===== src/cpm_consts.svh =====
`ifndef CPM_CONSTS_SVH
`define CPM_CONSTS_SVH
// Register byte offsets on the AHB-Lite port.
`define OFS_SYSCLK   8'h00
`define OFS_PLL_CTRL 8'h04
`define OFS_PLL_STAT 8'h08
`define OFS_CLOCK_OUT_FUNCTION   8'h0c
`define OFS_CPU_DIV  8'h10
`define OFS_PER_EN   8'h14
`define OFS_PWR_CTRL 8'h18
`define OFS_WAKE_EN  8'h1c
`define OFS_PWR_STAT 8'h20
`define OFS_WKT_CTRL 8'h24
`define OFS_WKT_CNT  8'h28
`define OFS_GPREG0   8'h30
// Field positions.
`define PLL_PD_BIT   7
`define PWR_LOCK_BIT 4
`define PWR_WD_BIT   5
`define PWR_LP_BIT   6
`define WKT_SEL_BIT  0
`define WKT_FLAG_BIT 1
`define WKT_RUN_BIT  2
// Reset values.
`define RST_PLL_PD   1'b1
`define RST_CPU_DIV  8'h01
`define RST_PER_EN   32'hffff_ffff
// Timing: PLL settling time in ns and clock period in ns.
`define PLL_LOCK_NS  100000
`define CLK_PER_NS   10
`endif


===== src/cpm_pkg.sv =====
package cpm_pkg;
  // System clock source, in register encoding order.
  typedef enum logic [1:0] {SRC_IRC, SRC_XTAL, SRC_WATCHDOG_OSC, SRC_PLL} clk_src_e;
  // Clock output source.
  typedef enum logic [1:0] {CKO_IRC, CKO_XTAL, CKO_WATCHDOG_OSC, CKO_MAIN} cko_e;
  // Reduced power mode requested on the next sleep request.
  typedef enum logic [1:0] {PM_SLEEP, PM_DSLEEP, PM_PDOWN, PM_DPD} pmode_e;
  // Power state.
  typedef enum logic [2:0] {ST_RUN, ST_SLEEP, ST_DSLEEP, ST_PDOWN,
                            ST_DPD} pstate_e;
  // AHB-Lite request signals from the master.
  typedef struct packed {
    logic [31:0] haddr;
    logic [1:0]  htrans;
    logic        hwrite;
    logic [2:0]  hsize;
    logic [31:0] hwdata;
  } ahb_req_s;
  // Clock and power controls driven to the chip.
  typedef struct packed {
    logic        core_en;
    logic [31:0] per_clk;
    logic        irc_on;
    logic        irc_out_en;
    logic        xtal_on;
    logic        watchdog_osc_on;
    logic        lposc_on;
    logic        pll_pd;
    logic        pll_bypass;
    logic [4:0]  msel;
    logic [1:0]  psel;
    clk_src_e    sys_src;
    cko_e        cko_sel;
    logic [7:0]  cpu_div;
    logic        flash_stby;
    logic        flash_pd;
    logic        analog_pd;
    logic        dpd;
  } clk_ctl_s;
  // Wake-up timer state.
  typedef struct packed {
    logic [31:0] cnt;
    logic        run;
    logic        flag;
  } wkt_s;
endpackage


===== src/self_wake_timer.sv =====
`timescale 1ns/1ps
// Always-on 32-bit down-counter that raises a timeout request.
module self_wake_timer
  import cpm_pkg::*;
(
  // Clock and reset.
  input  wire logic        clk,
  input  wire logic        resetn,
  // Count ticks, one cycle each.
  input  wire logic        tick,
  // Load request and clear of the timeout flag.
  input  wire logic        load,
  input  wire logic [31:0] load_val,
  input  wire logic        clr_flag,
  // State seen by software.
  output logic     [31:0] count,
  output logic            running,
  output logic            timeout
);
  import cpm_pkg::*;

  wkt_s s_r;   // Registered state.
  wkt_s s_nxt; // Next state.

  // Next-state logic for load, count-down and timeout.
  always_comb
  begin
    s_nxt = s_r;
    if (!resetn)
    begin
      s_nxt = '0;
    end
    else if (load)
    begin
      // A non-zero load starts counting and drops the flag.
      s_nxt.cnt = load_val;
      s_nxt.run = (load_val != 32'h0);
      s_nxt.flag = (load_val != 32'h0) ? 1'b0 : s_r.flag;
    end
    else
    begin
      if (clr_flag)
      begin
        s_nxt.flag = 1'b0;
      end
      if (s_r.run && tick)
      begin
        s_nxt.cnt = s_r.cnt - 32'h1;
        if (s_r.cnt == 32'h1)
        begin
          // Stop at zero and hold the flag; a set beats a clear.
          s_nxt.run = 1'b0;
          s_nxt.flag = 1'b1;
        end
      end
    end
  end

  // State register.
  always_ff @(posedge clk)
  begin
    s_r <= s_nxt;
  end

  assign count = s_r.cnt;
  assign running = s_r.run;
  assign timeout = s_r.flag;

  // A non-zero load shows on the next edge as the count and a running timer.
  property p_load;
    @(posedge clk) disable iff (!resetn)
    load && load_val != 32'h0 |=> running && count == $past(load_val);
  endproperty
  a_load: assert property (p_load) else $error("load did not start");

  // A stopped count at zero keeps its flag until cleared or reloaded with a non-zero value.
  property p_hold;
    @(posedge clk) disable iff (!resetn)
    timeout && !clr_flag && !load |=> timeout && !running;
  endproperty
  a_hold: assert property (p_hold) else $error("timeout lost");

  // The last tick sets the flag on the next edge.
  property p_expire;
    @(posedge clk) disable iff (!resetn)
    running && tick && count == 32'h1 && !load |=> timeout && count == 32'h0;
  endproperty
  a_expire: assert property (p_expire) else $error("no timeout");
endmodule


===== src/clock_power_mode_control.sv =====
`timescale 1ns/1ps
`include "cpm_consts.svh"
//////////////////////////////////////////////////////////////////////////////
//////////////////////////////////////////////////////////////////////////////
module clock_power_mode_control
  import cpm_pkg::*;
#(
  // Cycles the PLL needs to settle after power-up.
  parameter int unsigned LOCK_CYC = `PLL_LOCK_NS / `CLK_PER_NS
)
(
  // Clock and reset.
  input  wire logic        clk,
  input  wire logic        resetn,
  // AHB-Lite slave port.
  input  wire logic        hsel,
  input  wire ahb_req_s    ahb_req,
  input  wire logic        hready,
  output logic             hreadyout,
  output logic             hresp,
  output logic     [31:0]  hrdata,
  // Core sleep request and pending interrupt summary.
  input  wire logic        sleep_req,
  input  wire logic        irq_pend,
  // Wake sources: pin, watchdog, USART, SPI, I2C.
  input  wire logic [4:0]  wake_src,
  input  wire logic [4:0]  nested_interrupt_controller_en,
  input  wire logic        wake_pin_n,
  // Oscillator ticks for the wake-up timer.
  input  wire logic        lp_tick,
  input  wire logic        irc_tick,
  // Clock and power controls and the timer request.
  output clk_ctl_s         ctl,
  output logic             wkt_irq
);
  import cpm_pkg::*;

  //////////////////////////////////////////////////////////////////////////
  // State.
  typedef struct packed {
    clk_src_e        src;      // System clock source.
    cko_e            cko;      // Clock output source.
    logic [7:0]      cpu_div;  // CPU clock divider.
    logic [31:0]     per_en;   // Peripheral clock enables.
    logic            pll_pd;   // PLL power-down.
    logic [4:0]      msel;     // Feedback multiplier minus one.
    logic [1:0]      psel;     // Post-divider select.
    logic [15:0]     lock_cnt; // Settling counter.
    logic            locked;   // PLL settled.
    pmode_e          tgt;      // Mode entered on sleep request.
    logic            dpd_lock; // Deep power-down refused.
    logic            wd_keep;  // Watchdog oscillator kept in deep-sleep and power-down.
    logic            lp_keep;  // Low-power oscillator kept.
    logic            wkt_sel;  // Timer runs from the RC oscillator.
    logic [4:0]      wake_en;  // Wake-up enables.
    pstate_e         ps;       // Power state.
    logic [3:0][31:0] gpreg;   // Retention registers.
    logic            wr_pend;  // Write data phase pending.
    logic [7:0]      wr_ofs;   // Offset of the pending write.
    logic [31:0]     rdata;    // Read data.
    clk_ctl_s        ctl;      // Registered controls.
  } cpm_s;

  cpm_s        s_r;       // Registered state.
  cpm_s        s_nxt;     // Next state.
  logic        addr_ok;   // Address phase accepted.
  logic        wkt_ld;    // Timer load strobe.
  logic        wkt_clr;   // Timer flag clear strobe.
  logic        wkt_tick;  // Timer count enable.
  logic        wkt_run;   // Timer is counting.
  logic [31:0] wkt_cnt;   // Timer count.
  logic        wake_hit;  // Enabled wake source active.
  logic [31:0] wd;        // Write data.

  //////////////////////////////////////////////////////////////////////////
  // Bus decode and timer strobes.
  assign addr_ok = hsel && ahb_req.htrans[1] && hready;
  assign wd = ahb_req.hwdata;
  assign wkt_ld = s_r.wr_pend && s_r.wr_ofs == `OFS_WKT_CNT;
  assign wkt_clr = s_r.wr_pend && s_r.wr_ofs == `OFS_WKT_CTRL
                   && wd[`WKT_FLAG_BIT];
  // In deep power-down RC ticks are dropped, so an RC-timed timer stops counting.
  assign wkt_tick = s_r.wkt_sel ? (irc_tick && s_r.ps != ST_DPD)
                                : lp_tick;
  // A source wakes only with both enables set; the timer timeout needs none.
  assign wake_hit = |(wake_src & s_r.wake_en & nested_interrupt_controller_en) || wkt_irq;

  //////////////////////////////////////////////////////////////////////////
  // Wake-up timer.
  self_wake_timer u_wkt (
    .clk      (clk),
    .resetn   (resetn),
    .tick     (wkt_tick),
    .load     (wkt_ld),
    .load_val (wd),
    .clr_flag (wkt_clr),
    .count    (wkt_cnt),
    .running  (wkt_run),
    .timeout  (wkt_irq)
  );

  //////////////////////////////////////////////////////////////////////////
  // Next state: bus, PLL settling, power sequencing and controls.
  always_comb
  begin
    s_nxt = s_r;
    s_nxt.wr_pend = addr_ok && ahb_req.hwrite;
    s_nxt.wr_ofs = ahb_req.haddr[7:0];
    // Register writes in the data phase.
    if (s_r.wr_pend)
    begin
      case (s_r.wr_ofs)
        // Source stays until software changes it.
        `OFS_SYSCLK:   s_nxt.src = clk_src_e'(wd[1:0]);
        `OFS_PLL_CTRL:
        begin
          // Five bits give multipliers one to thirty-two.
          s_nxt.msel = wd[4:0];
          // Two bits give only divide by 2, 4, 8, 16.
          s_nxt.psel = wd[6:5];
          s_nxt.pll_pd = wd[`PLL_PD_BIT];
          s_nxt.lock_cnt = 16'h0;
          s_nxt.locked = 1'b0;
        end
        `OFS_CLOCK_OUT_FUNCTION:   s_nxt.cko = cko_e'(wd[1:0]);
        `OFS_CPU_DIV:  s_nxt.cpu_div = wd[7:0];
        `OFS_PER_EN:   s_nxt.per_en = wd;
        `OFS_PWR_CTRL:
        begin
          s_nxt.tgt = pmode_e'(wd[1:0]);
          // The lock can only be set; reset clears it.
          s_nxt.dpd_lock = s_r.dpd_lock | wd[`PWR_LOCK_BIT];
          s_nxt.wd_keep = wd[`PWR_WD_BIT];
          s_nxt.lp_keep = wd[`PWR_LP_BIT];
        end
        `OFS_WAKE_EN:  s_nxt.wake_en = wd[4:0];
        `OFS_WKT_CTRL: s_nxt.wkt_sel = wd[`WKT_SEL_BIT];
        `OFS_GPREG0, `OFS_GPREG0 + 8'h4, `OFS_GPREG0 + 8'h8,
        `OFS_GPREG0 + 8'hc:
          s_nxt.gpreg[s_r.wr_ofs[3:2]] = wd;
        default: ;
      endcase
    end
    // Read data is captured in the address phase.
    s_nxt.rdata = 32'h0;
    if (addr_ok && !ahb_req.hwrite)
    begin
      case (ahb_req.haddr[7:0])
        `OFS_SYSCLK:   s_nxt.rdata[1:0] = s_r.src;
        `OFS_PLL_CTRL: s_nxt.rdata[7:0] = {s_r.pll_pd, s_r.psel, s_r.msel};
        `OFS_PLL_STAT: s_nxt.rdata[0] = s_r.locked;
        `OFS_CLOCK_OUT_FUNCTION:   s_nxt.rdata[1:0] = s_r.cko;
        `OFS_CPU_DIV:  s_nxt.rdata[7:0] = s_r.cpu_div;
        `OFS_PER_EN:   s_nxt.rdata = s_r.per_en;
        `OFS_PWR_CTRL: s_nxt.rdata[6:0] = {s_r.lp_keep, s_r.wd_keep,
                                           s_r.dpd_lock, 2'h0, s_r.tgt};
        `OFS_WAKE_EN:  s_nxt.rdata[4:0] = s_r.wake_en;
        `OFS_PWR_STAT: s_nxt.rdata[2:0] = s_r.ps;
        `OFS_WKT_CTRL: s_nxt.rdata[2:0] = {wkt_run, wkt_irq, s_r.wkt_sel};
        `OFS_WKT_CNT:  s_nxt.rdata = wkt_cnt;
        `OFS_GPREG0, `OFS_GPREG0 + 8'h4, `OFS_GPREG0 + 8'h8,
        `OFS_GPREG0 + 8'hc:
          s_nxt.rdata = s_r.gpreg[ahb_req.haddr[3:2]];
        default: s_nxt.rdata = 32'h0;
      endcase
    end
    // PLL settling count while powered.
    if (s_r.pll_pd || s_r.ps != ST_RUN && s_r.ps != ST_SLEEP)
    begin
      s_nxt.lock_cnt = 16'h0;
      s_nxt.locked = 1'b0;
    end
    else if (!s_r.locked)
    begin
      s_nxt.lock_cnt = s_r.lock_cnt + 16'h1;
      s_nxt.locked = (s_r.lock_cnt == 16'(LOCK_CYC - 1));
    end
    // Power state machine.
    case (s_r.ps)
      ST_RUN:
        if (sleep_req)
        begin
          case (s_r.tgt)
            PM_SLEEP:  s_nxt.ps = ST_SLEEP;
            PM_DSLEEP: s_nxt.ps = ST_DSLEEP;
            PM_PDOWN:  s_nxt.ps = ST_PDOWN;
            // Refused entry leaves the core running.
            PM_DPD:    s_nxt.ps = s_r.dpd_lock ? ST_RUN : ST_DPD;
            default:   s_nxt.ps = ST_RUN;
          endcase
        end
      // Any pending interrupt resumes execution from sleep; deep-sleep and power-down need wake_hit.
      ST_SLEEP:  if (irq_pend || wkt_irq) s_nxt.ps = ST_RUN;
      ST_DSLEEP: if (wake_hit) s_nxt.ps = ST_RUN;
      ST_PDOWN:  if (wake_hit) s_nxt.ps = ST_RUN;
      // Wake pin or timer timeout ends deep power-down.
      ST_DPD:    if (!wake_pin_n || wkt_irq) s_nxt.ps = ST_RUN;
      default:   s_nxt.ps = ST_RUN;
    endcase
    // Synchronous reset, before the controls follow the state.
    if (!resetn)
    begin
      s_nxt = '0;
      s_nxt.src = SRC_IRC;
      s_nxt.pll_pd = `RST_PLL_PD;
      s_nxt.cpu_div = `RST_CPU_DIV;
      s_nxt.per_en = `RST_PER_EN;
      s_nxt.ps = ST_RUN;
    end
    // Clock and power controls follow the next state.
    s_nxt.ctl.core_en = (s_nxt.ps == ST_RUN);
    // Peripherals keep their clocks in run and sleep only.
    s_nxt.ctl.per_clk = (s_nxt.ps == ST_RUN || s_nxt.ps == ST_SLEEP)
                        ? s_nxt.per_en : 32'h0;
    s_nxt.ctl.irc_on = (s_nxt.ps != ST_PDOWN && s_nxt.ps != ST_DPD)
                       || (s_nxt.wkt_sel && wkt_run);
    s_nxt.ctl.irc_out_en = (s_nxt.ps == ST_RUN || s_nxt.ps == ST_SLEEP);
    s_nxt.ctl.xtal_on = s_nxt.ctl.irc_out_en;
    s_nxt.ctl.watchdog_osc_on = s_nxt.ctl.irc_out_en
                         || (s_nxt.wd_keep && s_nxt.ps != ST_DPD);
    // Low-power clock stays for a running timer on the low-power source.
    s_nxt.ctl.lposc_on = s_nxt.lp_keep || (!s_nxt.wkt_sel && wkt_run);
    // Powered off and bypassed until enabled and settled.
    s_nxt.ctl.pll_pd = s_nxt.pll_pd || !s_nxt.ctl.irc_out_en;
    s_nxt.ctl.pll_bypass = s_nxt.pll_pd || !s_nxt.locked;
    s_nxt.ctl.msel = s_nxt.msel;
    // The post-divider sits in the loop to hold the band.
    s_nxt.ctl.psel = s_nxt.psel;
    s_nxt.ctl.sys_src = s_nxt.src;
    s_nxt.ctl.cko_sel = s_nxt.cko;
    s_nxt.ctl.cpu_div = s_nxt.cpu_div;
    s_nxt.ctl.flash_stby = (s_nxt.ps == ST_DSLEEP);
    s_nxt.ctl.flash_pd = (s_nxt.ps == ST_PDOWN || s_nxt.ps == ST_DPD);
    s_nxt.ctl.analog_pd = !s_nxt.ctl.irc_out_en;
    s_nxt.ctl.dpd = (s_nxt.ps == ST_DPD);
  end

  //////////////////////////////////////////////////////////////////////////
  // State register.
  always_ff @(posedge clk)
  begin
    s_r <= s_nxt;
  end

  //////////////////////////////////////////////////////////////////////////
  // Read data and controls from flip-flops, ready and response tied off; the slave never stalls or errs.
  logic ready_r; // Ready, low during reset and for one cycle after it.
  always_ff @(posedge clk)
  begin
    ready_r <= resetn;
  end
  assign hreadyout = 1'b1;
  assign hresp = 1'b0;
  assign hrdata = s_r.rdata;
  assign ctl = s_r.ctl;

  //////////////////////////////////////////////////////////////////////////
  // Checks.

  // After reset the RC clock runs and the PLL is off and bypassed.
  property p_rst;
    @(posedge clk) disable iff (!resetn)
    !ready_r |-> ctl.sys_src == SRC_IRC && ctl.pll_pd && ctl.pll_bypass;
  endproperty
  a_rst: assert property (p_rst) else $error("bad reset clocks");

  // Sleep stops the core clock and keeps peripheral clocks.
  property p_sleep;
    @(posedge clk) disable iff (!resetn)
    s_r.ps == ST_SLEEP |-> !ctl.core_en && ctl.per_clk == s_r.per_en;
  endproperty
  a_sleep: assert property (p_sleep) else $error("sleep clocks");

  // Deep-sleep keeps the gated RC oscillator, stops crystal and PLL and puts flash by.
  property p_dsleep;
    @(posedge clk) disable iff (!resetn)
    s_r.ps == ST_DSLEEP |-> ctl.per_clk == 32'h0 && ctl.irc_on
      && !ctl.irc_out_en && !ctl.xtal_on && ctl.flash_stby && ctl.pll_pd;
  endproperty
  a_dsleep: assert property (p_dsleep) else $error("deep-sleep");

  // Power-down shuts flash and analog; RC only for an RC-timed timer.
  property p_pdown;
    @(posedge clk) disable iff (!resetn)
    s_r.ps == ST_PDOWN && !s_r.wkt_sel |-> !ctl.irc_on && ctl.flash_pd
      && ctl.analog_pd && !ctl.xtal_on;
  endproperty
  a_pdown: assert property (p_pdown) else $error("power-down");

  // An enabled wake source brings deep-sleep and power-down back to run.
  property p_wake;
    @(posedge clk) disable iff (!resetn)
    (s_r.ps == ST_DSLEEP || s_r.ps == ST_PDOWN)
      && |(wake_src & s_r.wake_en & nested_interrupt_controller_en) |=> s_r.ps == ST_RUN;
  endproperty
  a_wake: assert property (p_wake) else $error("missed wake");

  // A source without its wake enable leaves the device asleep.
  property p_nowake;
    @(posedge clk) disable iff (!resetn)
    s_r.ps == ST_DSLEEP && !wkt_irq
      && (wake_src & s_r.wake_en & nested_interrupt_controller_en) == 5'h0 |=> s_r.ps == ST_DSLEEP;
  endproperty
  a_nowake: assert property (p_nowake) else $error("spurious wake");

  // Deep power-down is refused while the lock is set.
  property p_lock;
    @(posedge clk) disable iff (!resetn)
    s_r.ps == ST_RUN && sleep_req && s_r.tgt == PM_DPD && s_r.dpd_lock
      |=> s_r.ps == ST_RUN && !ctl.dpd;
  endproperty
  a_lock: assert property (p_lock) else $error("locked entry");

  // Wake pin or timeout leaves deep power-down one edge later.
  property p_dpd_exit;
    @(posedge clk) disable iff (!resetn)
    s_r.ps == ST_DPD && (!wake_pin_n || wkt_irq) |=> !ctl.dpd
      && ctl.core_en;
  endproperty
  a_dpd_exit: assert property (p_dpd_exit) else $error("no exit");

  // The PLL reports settled only after the full settling count.
  property p_settle;
    @(posedge clk) disable iff (!resetn)
    $rose(s_r.locked) |-> $past(s_r.lock_cnt) == 16'(LOCK_CYC - 1);
  endproperty
  a_settle: assert property (p_settle) else $error("early lock");
endmodule


===== config.mk =====
export PLATFORM = sky130hd
export DESIGN_NAME = clock_power_mode_control
export DESIGN_NICKNAME = d
export VERILOG_FILES = /design/src/cpm_pkg.sv /design/src/self_wake_timer.sv /design/src/clock_power_mode_control.sv
export VERILOG_INCLUDE_DIRS = /design/src
export SDC_FILE = /design/constraint.sdc
export NUM_CORES = 1
export LEC_CHECK = 0
export BUFFER_PORTS_ARGS = -buffer_cell sky130_fd_sc_hd__buf_2
export CORE_MARGIN = 1.5
export CORE_UTILIZATION = 35
export CTS_CLUSTER_SIZE = 8
export DETAILED_ROUTE_END_ITERATION = 6
export PLACE_DENSITY_LB_ADDON = 0.12
export SYNTH_ARGS = -nofsm -noshare
export SYNTH_HDL_FRONTEND = slang
export SYNTH_SLANG_ARGS = --single-unit

===== constraint.sdc =====
create_clock -name clk -period 2.5 [get_ports clk]
set_clock_uncertainty 0.15 [all_clocks]
set_input_delay 0.375 -clock clk [delete_from_list [all_inputs] [get_ports clk]]
set_output_delay 0.375 -clock clk [all_outputs]
set_load 0.1 [all_outputs]

==> impl_summary.md, run 1 <==
Power and ir drop
For this design the ratio of total power to cell area is 671 mW/mm^2. Of the total power, the share spent switching nets is 0.223. Summed over all cells, the static leakage comes to about 6.7 nW. The share of total power dissipated in sequential elements is 0.467. Of the total power, combinational logic draws 0.041. The net load switching power is approximately 2.5 mW. The highest ir drop seen on vdd is 0.457 mV. Of the total power, the clock network draws 0.492. The internal portion of the total power is just under 9 mW.

Die
The top-level I/O count is approximately 190. The die extent in x is roughly 210 microns. After floorplanning, the core was sized to cover 0.0400 sq mm. The starting density of the core is 0.358. The floorplan die area is about 0.042 sq mm. After floorplanning, the core was divided into 73 placement rows. The die is 205 microns tall.

Drt
The number of detailed-route iterations in the first pass is 5. The detail route stage leaves a number of antenna-violating nets equal to 0. The total via count after detailed routing is 11000. After the first detailed-routing iteration, the DRC count stood at slightly above 600. In the routed layout, each cell is associated on average with a via count of ~5.1. The count of unresolved DRC violations after routing is 0. The routed length per instance is 19.7 microns. For this block, the routed nets add up to ~42000 microns of wire.

Setup path
The launch point of the worst reg-to-reg path is s_r[240]$_DFF_P_. The largest fanout on the critical path is 10. By startpoint and endpoint, the worst setup path is classified as flop to flop.

The end point of the critical path is u_wkt.count[25]$_SDFFE_PN0P_. The required time of the critical path is 2.84 ns. The worst register-to-register path has a setup slack of ~0.12 ns. The endpoint type of the worst setup path is a flop. In this run the critical register-to-register path is captured at u_wkt.count[25]$_SDFFE_PN0P_.

For the worst flop-to-flop path, the logic depth is 7. STA classifies the critical path startpoint as a flop. The arrival time at the worst endpoint is roughly 2.7 ns. Tracing the worst setup path back leads to its startpoint at s_r[240]$_DFF_P_.

STA
On the final layout, the worst hold slack is between 0.03 and 0.04 ns. The final-report max-slew violation count was 0. The worst path needs ~2.4 ns of the cycle, external delays included. Setup repair after global routing left no endpoint under its margin. The total of endpoints with negative setup slack in the final report is 0.

The transition time at the pin with the least slew margin is 0.792 ns. The share of the clock period used by the worst path is 0.950. The final-layout setup total negative slack is 0 ns. Headroom to the max-slew limit came out at 0.471. The count of final hold-check violations was 0. The timing-limited maximum frequency is 421 MHz.

Synth
The number of nets handed over by synthesis was 1599. The cell type with the highest aggregate area in the netlist is sky130_fd_sc_hd__dfxtp_1. For this run, asynchronously set or reset flops after synthesis account for 0. Yosys instantiated no cell more often than sky130_fd_sc_hd__dfxtp_1.

The post-synthesis sequential area ratio is 0.461. Synthesis handed over a netlist of 1504 instances. The post-synthesis register bit count is 329. Ranked by total cell area, the synthesized netlist is headed by sky130_fd_sc_hd__dfxtp_1, sky130_fd_sc_hd__mux2i_1, sky130_fd_sc_hd__nor2_1, sky130_fd_sc_hd__buf_4, sky130_fd_sc_hd__mux4_2. A synthesized cell averages approximately 9.5 sq um. The total standard cell area after synthesis is 0.0143 sq mm. The count of flip-flops with a built-in enable after synthesis is 0. The number of warnings issued by yosys is 0. The fraction of post-synthesis cell area in the top cell type by area is 0.461.

For this run, the leading register cell type out of synthesis is sky130_fd_sc_hd__dfxtp_1. The number of distinct library cell variants in the gate-level netlist after synthesis is 67. The commonest cells after synthesis are sky130_fd_sc_hd__dfxtp_1, sky130_fd_sc_hd__nor2_1, sky130_fd_sc_hd__mux2i_1.

Final layout
The count of cells in the finished layout, fillers not included, comes to between 2000 and 2500. The final net count is about 1700. Fill cells in the final layout number a little under 4000.

The relative area change from synthesis to final layout is 17.8%. Measured on the finished design, the core utilization comes to 0.421. The share of cells above drive strength 1 is 0.209. The final non-filler cell area is 0.0169 sq mm.

CTS
The tree is rooted in a sky130_fd_sc_hd__clkbuf_16. The clock transition at the registers of the reported paths is ~0.050 ns. Counting along the longest clock path gives a buffer depth of 3. Counting the buffers created by CTS gives between 40 and 50. The maximum level of the CTS H-tree is 2.

The post-CTS setup buffer count is 0. The clock net in this run drives a total of around 330 sinks. TritonCTS built the clock tree. The clock latency at the later pin of the worst-skew pair is 0.57 ns.

Placed design
The number of placed cells counting well taps is 2049. At the end of routability-driven placement, the weighted congestion stood at between 0.8 and 0.9. The standard cell area after detailed placement is between 0.015 and 0.02 sq mm. Once detailed placement completed, the half-perimeter wirelength came to ~28000 microns. Port buffering added 156 buffers.

Global routing
The via count of the first global-routing pass is around 11000. The total global routing overflow is 0. Entering global routing, the biggest net connects 55 pins.

In the global route stage, overall resource usage came out at 0.203. The initial antenna violation count is 2. The first-pass GRT wire length is 65300 microns.

Outcome
The flow ran to the end, and the final reports show no timing, DRC or antenna violations.

Job
Across the run, the number of max-cap violations was 0.

Hold path
The worst hold path stage count is 3. The type of the worst min-delay path is input port to flop. In this run the most critical hold path is launched from hready.
kinds of logic after synthesis:
family	count (synthesis)	synth area share
buffers and inverters	216	0.0841
xor gates and xnor gates	35	0.0214
AOI/OAI and AO/OA	195	0.0892
muxes	206	0.172
and+or+nand+nor	515	0.167
DFF	329	0.461
adders and majority gates	6	0.00525
other	2	0.000525
layout make-up:
cell class | count | area, sq um | area share
flip-flops and latches | 329 | 6590 | 0.391
repair buffers | 251 | 1730 | 0.102
diodes | 1 | 2.50 | 0.000148
clock inverters | 4 | 35.0 | 0.00208
multi-input cells | 959 | 6580 | 0.390
clock buffers | 49 | 1200 | 0.0715
inverters | 16 | 62.6 | 0.00371
well taps | 525 | 657 | 0.0390
worst min path at each step:
stage,to,slack (ns)
floorplan,s_r[262]$_SDFFE_PP0P_,0.28
detailed placement,flop,0.30
global placement,flop,0.29
global route,s_r[103]$_SDFF_PN0_,0.03
finish,s_r[103]$_SDFF_PN0_,0.04
CTS,s_r[100]$_SDFF_PN0_,0.007
per-layer routing:
metal	part of all wire	wire (microns)	global-route usage	up-vias
li1	-	-	-	5377
met2	0.45	19100	0.321	263
met5	0	0	0	-
met1	0.48	20000	0.284	5257
met3	0.049	2060	0.0294	67
met4	0.022	930	0.0628	0
worst max-delay path, stage by stage (launching register included):
cell and delay (ns):
sky130_fd_sc_hd__dfxtp_1 0.45, sky130_fd_sc_hd__nor4bb_1 0.69, sky130_fd_sc_hd__buf_4 0.26, sky130_fd_sc_hd__nor3_1 0.08, sky130_fd_sc_hd__buf_4 0.23, sky130_fd_sc_hd__nand4_1 0.15, sky130_fd_sc_hd__xor2_1 0.08, sky130_fd_sc_hd__a211oi_1 0.22
power groups by stage:
stage	clock network (mW)	logic (mW)	registers, mW
after floorplan	0	0.224	5.38
after global placement	0	0.430	5.38
after detailed placement	0	0.429	5.38
after CTS	5.75	0.469	5.27
after global routing	5.98	0.500	5.27
final	5.57	0.463	5.28
repair_timing:
action,in CTS,in global routing
endpoints found under the setup margin,0,14
hold endpoints to repair,63,0
hold buffers,31,0
resized for setup,0,4
metrics by stage:
stage / power, mW / worst slack (ns)
2_1_floorplan: 5.60 / 0.0853
3_3_place_gp: 5.81 / 0.151
3_5_place_dp: 5.81 / 0.141
4_1_cts: 11.5 / 0.125
5_1_grt: 11.8 / 0.0150
6_report: 11.3 / 0.124
placed cells by master (no fill, tap or decap), types with 4 or more instances in the layout:
cell                            instances
sky130_fd_sc_hd__nand2b_1               4
sky130_fd_sc_hd__a222oi_1              24
sky130_fd_sc_hd__a211oi_1              26
sky130_fd_sc_hd__inv_1                 14
sky130_fd_sc_hd__nor2b_1                5
sky130_fd_sc_hd__or2_2                  4
sky130_fd_sc_hd__xnor2_1                6
sky130_fd_sc_hd__nand2_1              132
sky130_fd_sc_hd__a21oi_1               90
sky130_fd_sc_hd__nor4_1                13
sky130_fd_sc_hd__nand3_1               39
sky130_fd_sc_hd__and2_1                 8
sky130_fd_sc_hd__mux2i_1              171
sky130_fd_sc_hd__a22oi_1                7
sky130_fd_sc_hd__clkbuf_16             48
sky130_fd_sc_hd__nor3_1                16
sky130_fd_sc_hd__or3_1                  5
sky130_fd_sc_hd__ha_1                   6
sky130_fd_sc_hd__xor2_1                29
sky130_fd_sc_hd__nand3b_1               9
sky130_fd_sc_hd__o21ai_0               15
sky130_fd_sc_hd__and3_1                 6
sky130_fd_sc_hd__buf_2                156
sky130_fd_sc_hd__buf_4                 51
sky130_fd_sc_hd__nor4b_1                5
sky130_fd_sc_hd__dfxtp_1              329
sky130_fd_sc_hd__mux4_2                32
sky130_fd_sc_hd__or4_1                  4
sky130_fd_sc_hd__dlygate4sd3_1         31
sky130_fd_sc_hd__nor2_1               217
sky130_fd_sc_hd__buf_12                12
sky130_fd_sc_hd__o22ai_1                4
sky130_fd_sc_hd__nand4_1               17
sky130_fd_sc_hd__a31oi_1                6
Power figures use the tool's default switching activity.
==> run 2, diff against run 1 <==
SYNTH_HIERARCHICAL = 1   (was not set)
==> impl_summary.md, run 2 <==
Setup path
The required time of the critical path is 2.79 ns (was 2.84 ns). The critical path startpoint category is a flop (unchanged). The arrival time at the worst endpoint is 2.64 ns (was 2.71 ns).

The depth of the most critical reg-to-reg path is 4 (was 7). The endpoint type of the worst setup path is a flop (unchanged). The largest fanout on the critical path is 7 (was 10). The critical path class is flop to flop (unchanged).

Global routing
The total global routing overflow was 0 (unchanged). The initial antenna violation count came to 2 (unchanged). The overall routing resource usage came to 0.212 (was 0.203). The via count of the first global-routing pass is 11800 (was 11000). The first-pass GRT wire length is 71200 microns (was 65300 microns). The pin count of the biggest net entering global routing is 77 (was 55).

Synth
Commonest cells in the synthesized netlist: sky130_fd_sc_hd__dfxtp_1, sky130_fd_sc_hd__nand2_1, sky130_fd_sc_hd__a21oi_1 (was sky130_fd_sc_hd__dfxtp_1, sky130_fd_sc_hd__nor2_1, sky130_fd_sc_hd__mux2i_1). The number of cells produced by synthesis is 1643 (was 1504). The share of the synthesized area in compound gates (AO/OA/AOI/OAI) is 0.134 (was 0.0892). The total standard cell area after synthesis was 0.0146 sq mm (was 0.0143 sq mm). The xor/xnor share of the synthesized area came to 0.00899 (was 0.0214). The average footprint of a synthesized cell is 8.89 sq um (was 9.51 sq um). The number of warnings issued by yosys came to 6 (was 0). The count of flip-flops with a built-in enable after synthesis was 0 (unchanged). The cell type with the highest aggregate area in the netlist was sky130_fd_sc_hd__dfxtp_1 (unchanged). The number of distinct library cell variants in the gate-level netlist after synthesis is 72 (was 67). The dominant cell by count in the synthesized netlist is sky130_fd_sc_hd__dfxtp_1 (unchanged). The total nets after synthesis is 1738 (was 1599). The fraction of post-synthesis cell area in the top cell type by area is 0.451 (was 0.461). The share of synthesized cell area in and, or, nand and nor gates is 0.196 (was 0.167). The post-synthesis register bit count came to 329 (unchanged). The flip-flop cell with the highest count after synthesis is sky130_fd_sc_hd__dfxtp_1 (unchanged). The share of synthesized cell area in full adder, half adder and majority cells was 0.00514 (was 0.00525). The post-synthesis sequential area ratio is 0.451 (was 0.461). The share of flip-flops with an asynchronous set or reset is 0 (unchanged). The mux share of post-synthesis cell area came to 0.117 (was 0.172). Top post-synthesis cells by area: sky130_fd_sc_hd__dfxtp_1, sky130_fd_sc_hd__nand2_1, sky130_fd_sc_hd__mux2i_1, sky130_fd_sc_hd__a21oi_1, sky130_fd_sc_hd__buf_4 (was sky130_fd_sc_hd__dfxtp_1, sky130_fd_sc_hd__mux2i_1, sky130_fd_sc_hd__nor2_1, sky130_fd_sc_hd__buf_4, sky130_fd_sc_hd__mux4_2).

The dominant combinational cell family by area after synthesis is simple AND/OR/NAND/NOR gates (was multiplexers).

Power and ir drop
The power density over the cells is 666 mW/mm^2 (was 671 mW/mm^2). The total chip power was 11.4 mW (was 11.3 mW). The highest ir drop seen on vdd is 0.421 mV (was 0.457 mV). The leakage power total is 6.45 nW (was 6.67 nW).

Outcome
The checks that failed: design-rule violations. Status: finished, violations left (was finished clean).

STA
The final-report max-slew violation count is 0 (unchanged). The worst setup margin is 0.156 ns (was 0.124 ns). The transition time at the pin with the least slew margin is 1.20 ns (was 0.792 ns). The count of final hold-check violations is 0 (unchanged). The final-layout worst hold slack is 0.0496 ns (was 0.0396 ns). The worst slew margin relative to its limit is 0.203 (was 0.471). The minimum clock period after layout came to 2.34 ns (was 2.38 ns). The timing-limited maximum frequency is 427 MHz (was 421 MHz). The total of endpoints with negative setup slack in the final report was 0 (unchanged).

Setup repair after global routing missed its margin: no (unchanged). The share of the clock period used by the worst path is 0.937 (was 0.950).

Die
The die extent in x was 207 microns (was 205 microns). The height of the chip is 207 microns (was 205 microns). The top-level I/O count is 187 (unchanged). The floorplan die area was 0.0430 sq mm (was 0.0421 sq mm).

The placeable core region was 0.0410 sq mm (was 0.0400 sq mm). The row count is 74 (was 73). The starting density of the core is 0.356 (was 0.358).

Final layout
The number of diodes is 0 (was 1). The non-filler instance count after layout is 2290 (was 2134). The commonest non-fill, non-tap cell in the layout is sky130_fd_sc_hd__dfxtp_1 (unchanged). Commonest cells after routing, fill and taps aside: sky130_fd_sc_hd__dfxtp_1, sky130_fd_sc_hd__nand2_1, sky130_fd_sc_hd__a21oi_1 (was sky130_fd_sc_hd__dfxtp_1, sky130_fd_sc_hd__nor2_1, sky130_fd_sc_hd__mux2i_1).

The count of fill cells added during filler insertion came to 4115 (was 3970). The final net count is 1847 (was 1699). The relative area change from synthesis to final layout was 17.7% (was 17.8%).

The post-layout utilization of the core came to 0.419 (was 0.421). The share of cells above drive strength 1 came to 0.204 (was 0.209).

CTS
The maximum count of clock buffers along a single path is 3 (unchanged). The clock net sink count was 329 (unchanged). The CTS tree is done (unchanged). The clock transition at the registers of the reported paths is 0.05 ns (about the same). The CTS buffer count is 47 (unchanged). The root buffer selected by CTS is sky130_fd_sc_hd__clkbuf_16 (unchanged). The maximum level of the CTS H-tree is 2 (unchanged). The clock latency at the later pin of the worst-skew pair is 0.56 ns (was 0.57 ns).

Hold path
The worst hold path stage count came to 3 (unchanged). The type of the worst min-delay path was input port to flop (unchanged).

Job
The count of max-cap constraint violations is 0 (unchanged).

Placed design
The number of placed cells counting well taps is 2207 (was 2049). The count of buffers inserted at the top-level ports is 156 (unchanged). The post-placement worst setup slack was -0.0871 ns (was 0.141 ns). The half-perimeter wire length of the detailed placement result came to 31100 microns (was 28300 microns).

The weighted congestion reported at the end of routability-driven placement was 0.873 (was 0.889).

Drt
The number of detailed-route iterations in the first pass is 7 (was 5). The count of unresolved DRC violations after routing is 8 (was 0). The via density per instance is 5.28 (was 5.14). The initial detailed-routing violation count is 881 (was 622). The total via count after detailed routing was 12100 (was 11000).

The number of routed nets with antenna violations is 0 (unchanged). The routed length per instance was 20.0 microns (was 19.7 microns). The detailed-route wire length was 45700 microns (was 42000 microns).
[run 2: metrics by stage]
| stage | TNS (ns) | instance area, sq um |
|---|---|---|
| 2_1_floorplan | 0 | 14600 |
| 3_3_place_gp | -0.438 | 15600 |
| 3_5_place_dp | -0.580 | 15600 |
| 4_1_cts | 0 | 17100 |
| 5_1_grt | 0 | 17200 |
| 6_report | 0 | 17200 |
[run 2: kinds of logic (layout without fill, tap and decap cells)]
family          count (synthesis)  count (layout)
compound gates                327             327
buf+inv                       227             342
flops                         329             329
xor+xnor                       15              15
simple gates                  606             606
other cells                     2               2
fa+ha+maj                       6               6
mux                           131             131
[run 2: final cells by class]
class / count / area [sq um] / area share
multi-input cells: 1087 / 6780 / 0.394
flip-flops and latches: 329 / 6590 / 0.383
repair buffers: 271 / 1840 / 0.107
clock buffers: 55 / 1260 / 0.0732
well taps: 532 / 666 / 0.0387
inverters: 16 / 62.6 / 0.00364
[run 2: final timing paths]
path	startpoint	end	slack [ns]
worst max-delay path	u_wkt/count[22]$_SDFFE_PN0P_	u_wkt/count[29]$_SDFFE_PN0P_	0.16
worst min-delay path	ahb_req[44]	s_r[101]$_SDFF_PN0_	0.05
worst max register to register	u_wkt/count[22]$_SDFFE_PN0P_	u_wkt/count[29]$_SDFFE_PN0P_	0.16
worst min register to register	flop	flop	0.30
[run 2: what timing repair did]
action,in CTS,in global routing
hold buffers,25,0
endpoints found under the setup margin,0,5
buffers inserted,0,3
gates resized for setup,0,4
hold endpoints to repair,73,0
[run 2: where the power goes]
group / switching [mW] / internal (mW) / total (mW)
clock: 2.21 / 3.46 / 5.67
sequential: 0.0116 / 5.27 / 5.28
combinational: 0.336 / 0.170 / 0.505
[run 2: critical path: stages (launching register included)]
cell and delay [ns]:
sky130_fd_sc_hd__dfxtp_1 0.36, sky130_fd_sc_hd__or4_1 0.62, sky130_fd_sc_hd__or3_4 0.38, sky130_fd_sc_hd__or4_1 0.47, sky130_fd_sc_hd__o2111a_1 0.25
[run 2: routing by layer]
layer / track usage / share of wire
met4: 0.0624 / 0.019
met5: 0 / 0.00059
met2: 0.336 / 0.45
met1: 0.299 / 0.48
met3: 0.0295 / 0.047
==> run 3, diff against run 2 <==
CORE_UTILIZATION = 45   (was 35)
==> impl_summary.md, run 3 (synthesis gave the netlist of run 2 again) <==
Outcome
Status: finished clean (was finished, violations left).

Power and ir drop
The sequential share of power is 0.470 (was 0.461). The highest ir drop seen on vdd is 0.462 mV (was 0.421 mV). The share of power burned in combinational logic was 0.042 (was 0.044). The power density over the cells was 669 mW/mm^2 (was 666 mW/mm^2). The leakage power total is 6.33 nW (was 6.45 nW).

The clock share of power is 0.488 (was 0.495). The proportion of total power due to net switching was 0.221 (was 0.223). The design internal power came to 8.76 mW (was 8.89 mW). The net load switching power is 2.48 mW (was 2.56 mW).

Placed design
The number of placed cells counting well taps is 2062 (was 2207). The standard cell area after detailed placement is 0.0153 sq mm (was 0.0156 sq mm). The weighted congestion reported at the end of routability-driven placement is 0.931 (was 0.873). The half-perimeter wire length of the detailed placement result is 27300 microns (was 31100 microns).

The count of buffers inserted at the top-level ports is 156 (unchanged).

Die
The starting density of the core was 0.461 (was 0.356). The row count is 65 (was 74). The top-level I/O count is 187 (unchanged). The floorplan die area was 0.0336 sq mm (was 0.0430 sq mm).

The placeable core region is 0.0317 sq mm (was 0.0410 sq mm). The height of the chip was 183 microns (was 207 microns). The die extent in x was 183 microns (was 207 microns).

CTS
The CTS buffer count is 47 (unchanged). The maximum level of the CTS H-tree is 2 (unchanged). The clock net sink count is 329 (unchanged). The root buffer selected by CTS is sky130_fd_sc_hd__clkbuf_16 (unchanged). The CTS tree is done (unchanged). The clock transition at the registers of the reported paths came to 0.05 ns (about the same). The maximum count of clock buffers along a single path is 3 (unchanged). The clock latency at the later pin of the worst-skew pair is 0.55 ns (was 0.56 ns).

Drt
The total via count after detailed routing is 12100 (about the same). The number of routed nets with antenna violations is 0 (unchanged). The initial detailed-routing violation count was 825 (was 881). The number of detailed-route iterations in the first pass is 5 (was 7). The routed length per instance is 19.3 microns (was 20.0 microns).

The detailed-route wire length is 41400 microns (was 45700 microns). The via density per instance is 5.66 (was 5.28). The count of unresolved DRC violations after routing was 0 (was 8).

Setup path
The launch point of the worst reg-to-reg path is s_r[232]$_DFF_P_ (was u_wkt/count[22]$_SDFFE_PN0P_). The critical path startpoint category was a flop (unchanged). The most frequent cell on the critical path is sky130_fd_sc_hd__buf_4 (was sky130_fd_sc_hd__or4_1). The arrival time at the worst endpoint is 2.69 ns (was 2.64 ns).

The endpoint type of the worst setup path was a flop (unchanged). Critical-path cell list: nor2_1, nand2_1, nand3_1, o21ai_1, buf_4, and3b_1, nand4b_1, buf_4, or4_1, o2111a_1 (was or4_1, or3_4, or4_1, o2111a_1). The combined buffer and inverter count along the critical path came to 2 (was 0).

The depth of the most critical reg-to-reg path is 10 (was 4). The cell at the slowest stage of the critical path is sky130_fd_sc_hd__or4_1 (unchanged). The largest fanout on the critical path is 6 (was 7). The delay of the slowest cell on the worst path was 0.51 ns (was 0.62 ns). The capture instance of the worst register-to-register path is u_wkt/count[29]$_SDFFE_PN0P_ (unchanged). The slack of the worst reg-to-reg path was 0.08 ns (was 0.16 ns). The critical path class was flop to flop (unchanged).

The cell family with the largest share of critical-path delay is simple AND/OR/NAND/NOR gates (unchanged). The required time of the critical path is 2.77 ns (was 2.79 ns).

STA
The transition time at the pin with the least slew margin was 0.989 ns (was 1.20 ns). The final-report max-slew violation count is 0 (unchanged). The worst slew margin relative to its limit is 0.341 (was 0.203).

The final-layout setup total negative slack is 0 ns (unchanged). The count of final hold-check violations is 0 (unchanged). The share of the clock period used by the worst path is 0.970 (was 0.937). The total of endpoints with negative setup slack in the final report came to 0 (unchanged). The timing-limited maximum frequency came to 412 MHz (was 427 MHz). The final-layout worst hold slack was 0.0233 ns (was 0.0496 ns). The minimum clock period after layout is 2.42 ns (was 2.34 ns).

Job
The count of max-cap constraint violations is 0 (unchanged).

Final layout
The post-layout utilization of the core came to 0.530 (was 0.419). The final net count is 1829 (was 1847). The final non-filler cell area is 0.0168 sq mm (was 0.0172 sq mm).

The non-filler instance count after layout is 2142 (was 2290). Commonest cells after routing, fill and taps aside: sky130_fd_sc_hd__dfxtp_1, sky130_fd_sc_hd__nand2_1, sky130_fd_sc_hd__a21oi_1 (unchanged). The share of cells above drive strength 1 is 0.197 (was 0.204). The commonest non-fill, non-tap cell in the layout was sky130_fd_sc_hd__dfxtp_1 (unchanged).

The relative area change from synthesis to final layout is 15.0% (was 17.7%).

Global routing
The total global routing overflow was 0 (unchanged). The first-pass GRT wire length was 65100 microns (was 71200 microns). The via count of the first global-routing pass is 11700 (was 11800). The overall routing resource usage is 0.245 (was 0.212). The initial antenna violation count came to 1 (was 2).

The pin count of the biggest net entering global routing was 100 (was 77).

Hold path
The type of the worst min-delay path is input port to flop (unchanged). The hold path startpoint is ahb_req[28] (was ahb_req[44]). The worst hold path stage count is 3 (unchanged).
==> run 3: cell types whose count changed in the layout (fill, tap and decap cells not counted), sizes merged <==
cell / change
clkbuf: -5
clkinv: +1
diode: +1
buf: -16
inv: +3
dlygate4sd3: -2
==> run 3: per-layer routing <==
metal	routed length, microns	track usage	vias up
li1	-	-	5852
met1	19200	0.337	5921
met2	19200	0.400	310
met3	2290	0.0421	49
met4	637	0.0603	0
met5	0	0	-
==> run 3: worst max-delay path by stage <==
stage,startpoint,end,slack (ns),cells after the start
4_1_cts,s_r[233]$_DFF_P_,u_wkt/count[17]$_SDFFE_PN0P_,0.004,10
2_1_floorplan,s_r[233]$_DFF_P_,u_wkt/count[18]$_SDFFE_PN0P_,0.14,8
3_3_place_gp,lp_tick,u_wkt/count[23]$_SDFFE_PN0P_,-0.11,9
5_1_grt,s_r[233]$_DFF_P_,u_wkt/count[17]$_SDFFE_PN0P_,-0.01,11
3_5_place_dp,lp_tick,u_wkt/count[17]$_SDFFE_PN0P_,-0.18,9
6_report,s_r[232]$_DFF_P_,u_wkt/count[29]$_SDFFE_PN0P_,0.08,10
==> run 3: layout make-up <==
type,count,area (sq um)
Clock inverter,4,31.3
Sequential cell,329,6590
Inverter,16,62.6
Antenna cell,1,2.50
Multi-Input combinational cell,1087,6780
Tap cell,402,503
Timing Repair Buffer,253,1640
Clock buffer,50,1200
Fill cell,2983,14900
==> run 3: per-stage QoR <==
stage,power [mW],setup WS (ns)
floorplan,5.62,0.140
global placement,5.82,-0.112
detailed placement,5.82,-0.176
CTS,11.4,0.00421
global route,11.6,-0.0135
finish,11.2,0.0756
==> run 3: worst min-delay path, cell delays in order <==
cell	delay, ns
sky130_fd_sc_hd__buf_2	0.16
sky130_fd_sc_hd__nand2_1	0.07
sky130_fd_sc_hd__a21oi_1	0.05
==> run 3: what timing repair did <==
action,in CTS,in global routing
endpoints found under the hold margin,58,0
resized for setup,1,2
buffers inserted,0,1
cloned,0,1
hold buffers,23,0
endpoints found under the setup margin,7,14
==> run 3: power by group through the flow <==
stage / clock network [mW] / registers (mW) / logic [mW]
2_1_floorplan: 0 / 5.38 / 0.245
3_3_place_gp: 0 / 5.38 / 0.439
3_5_place_dp: 0 / 5.38 / 0.441
4_1_cts: 5.62 / 5.28 / 0.470
5_1_grt: 5.84 / 5.27 / 0.506
6_report: 5.49 / 5.28 / 0.475
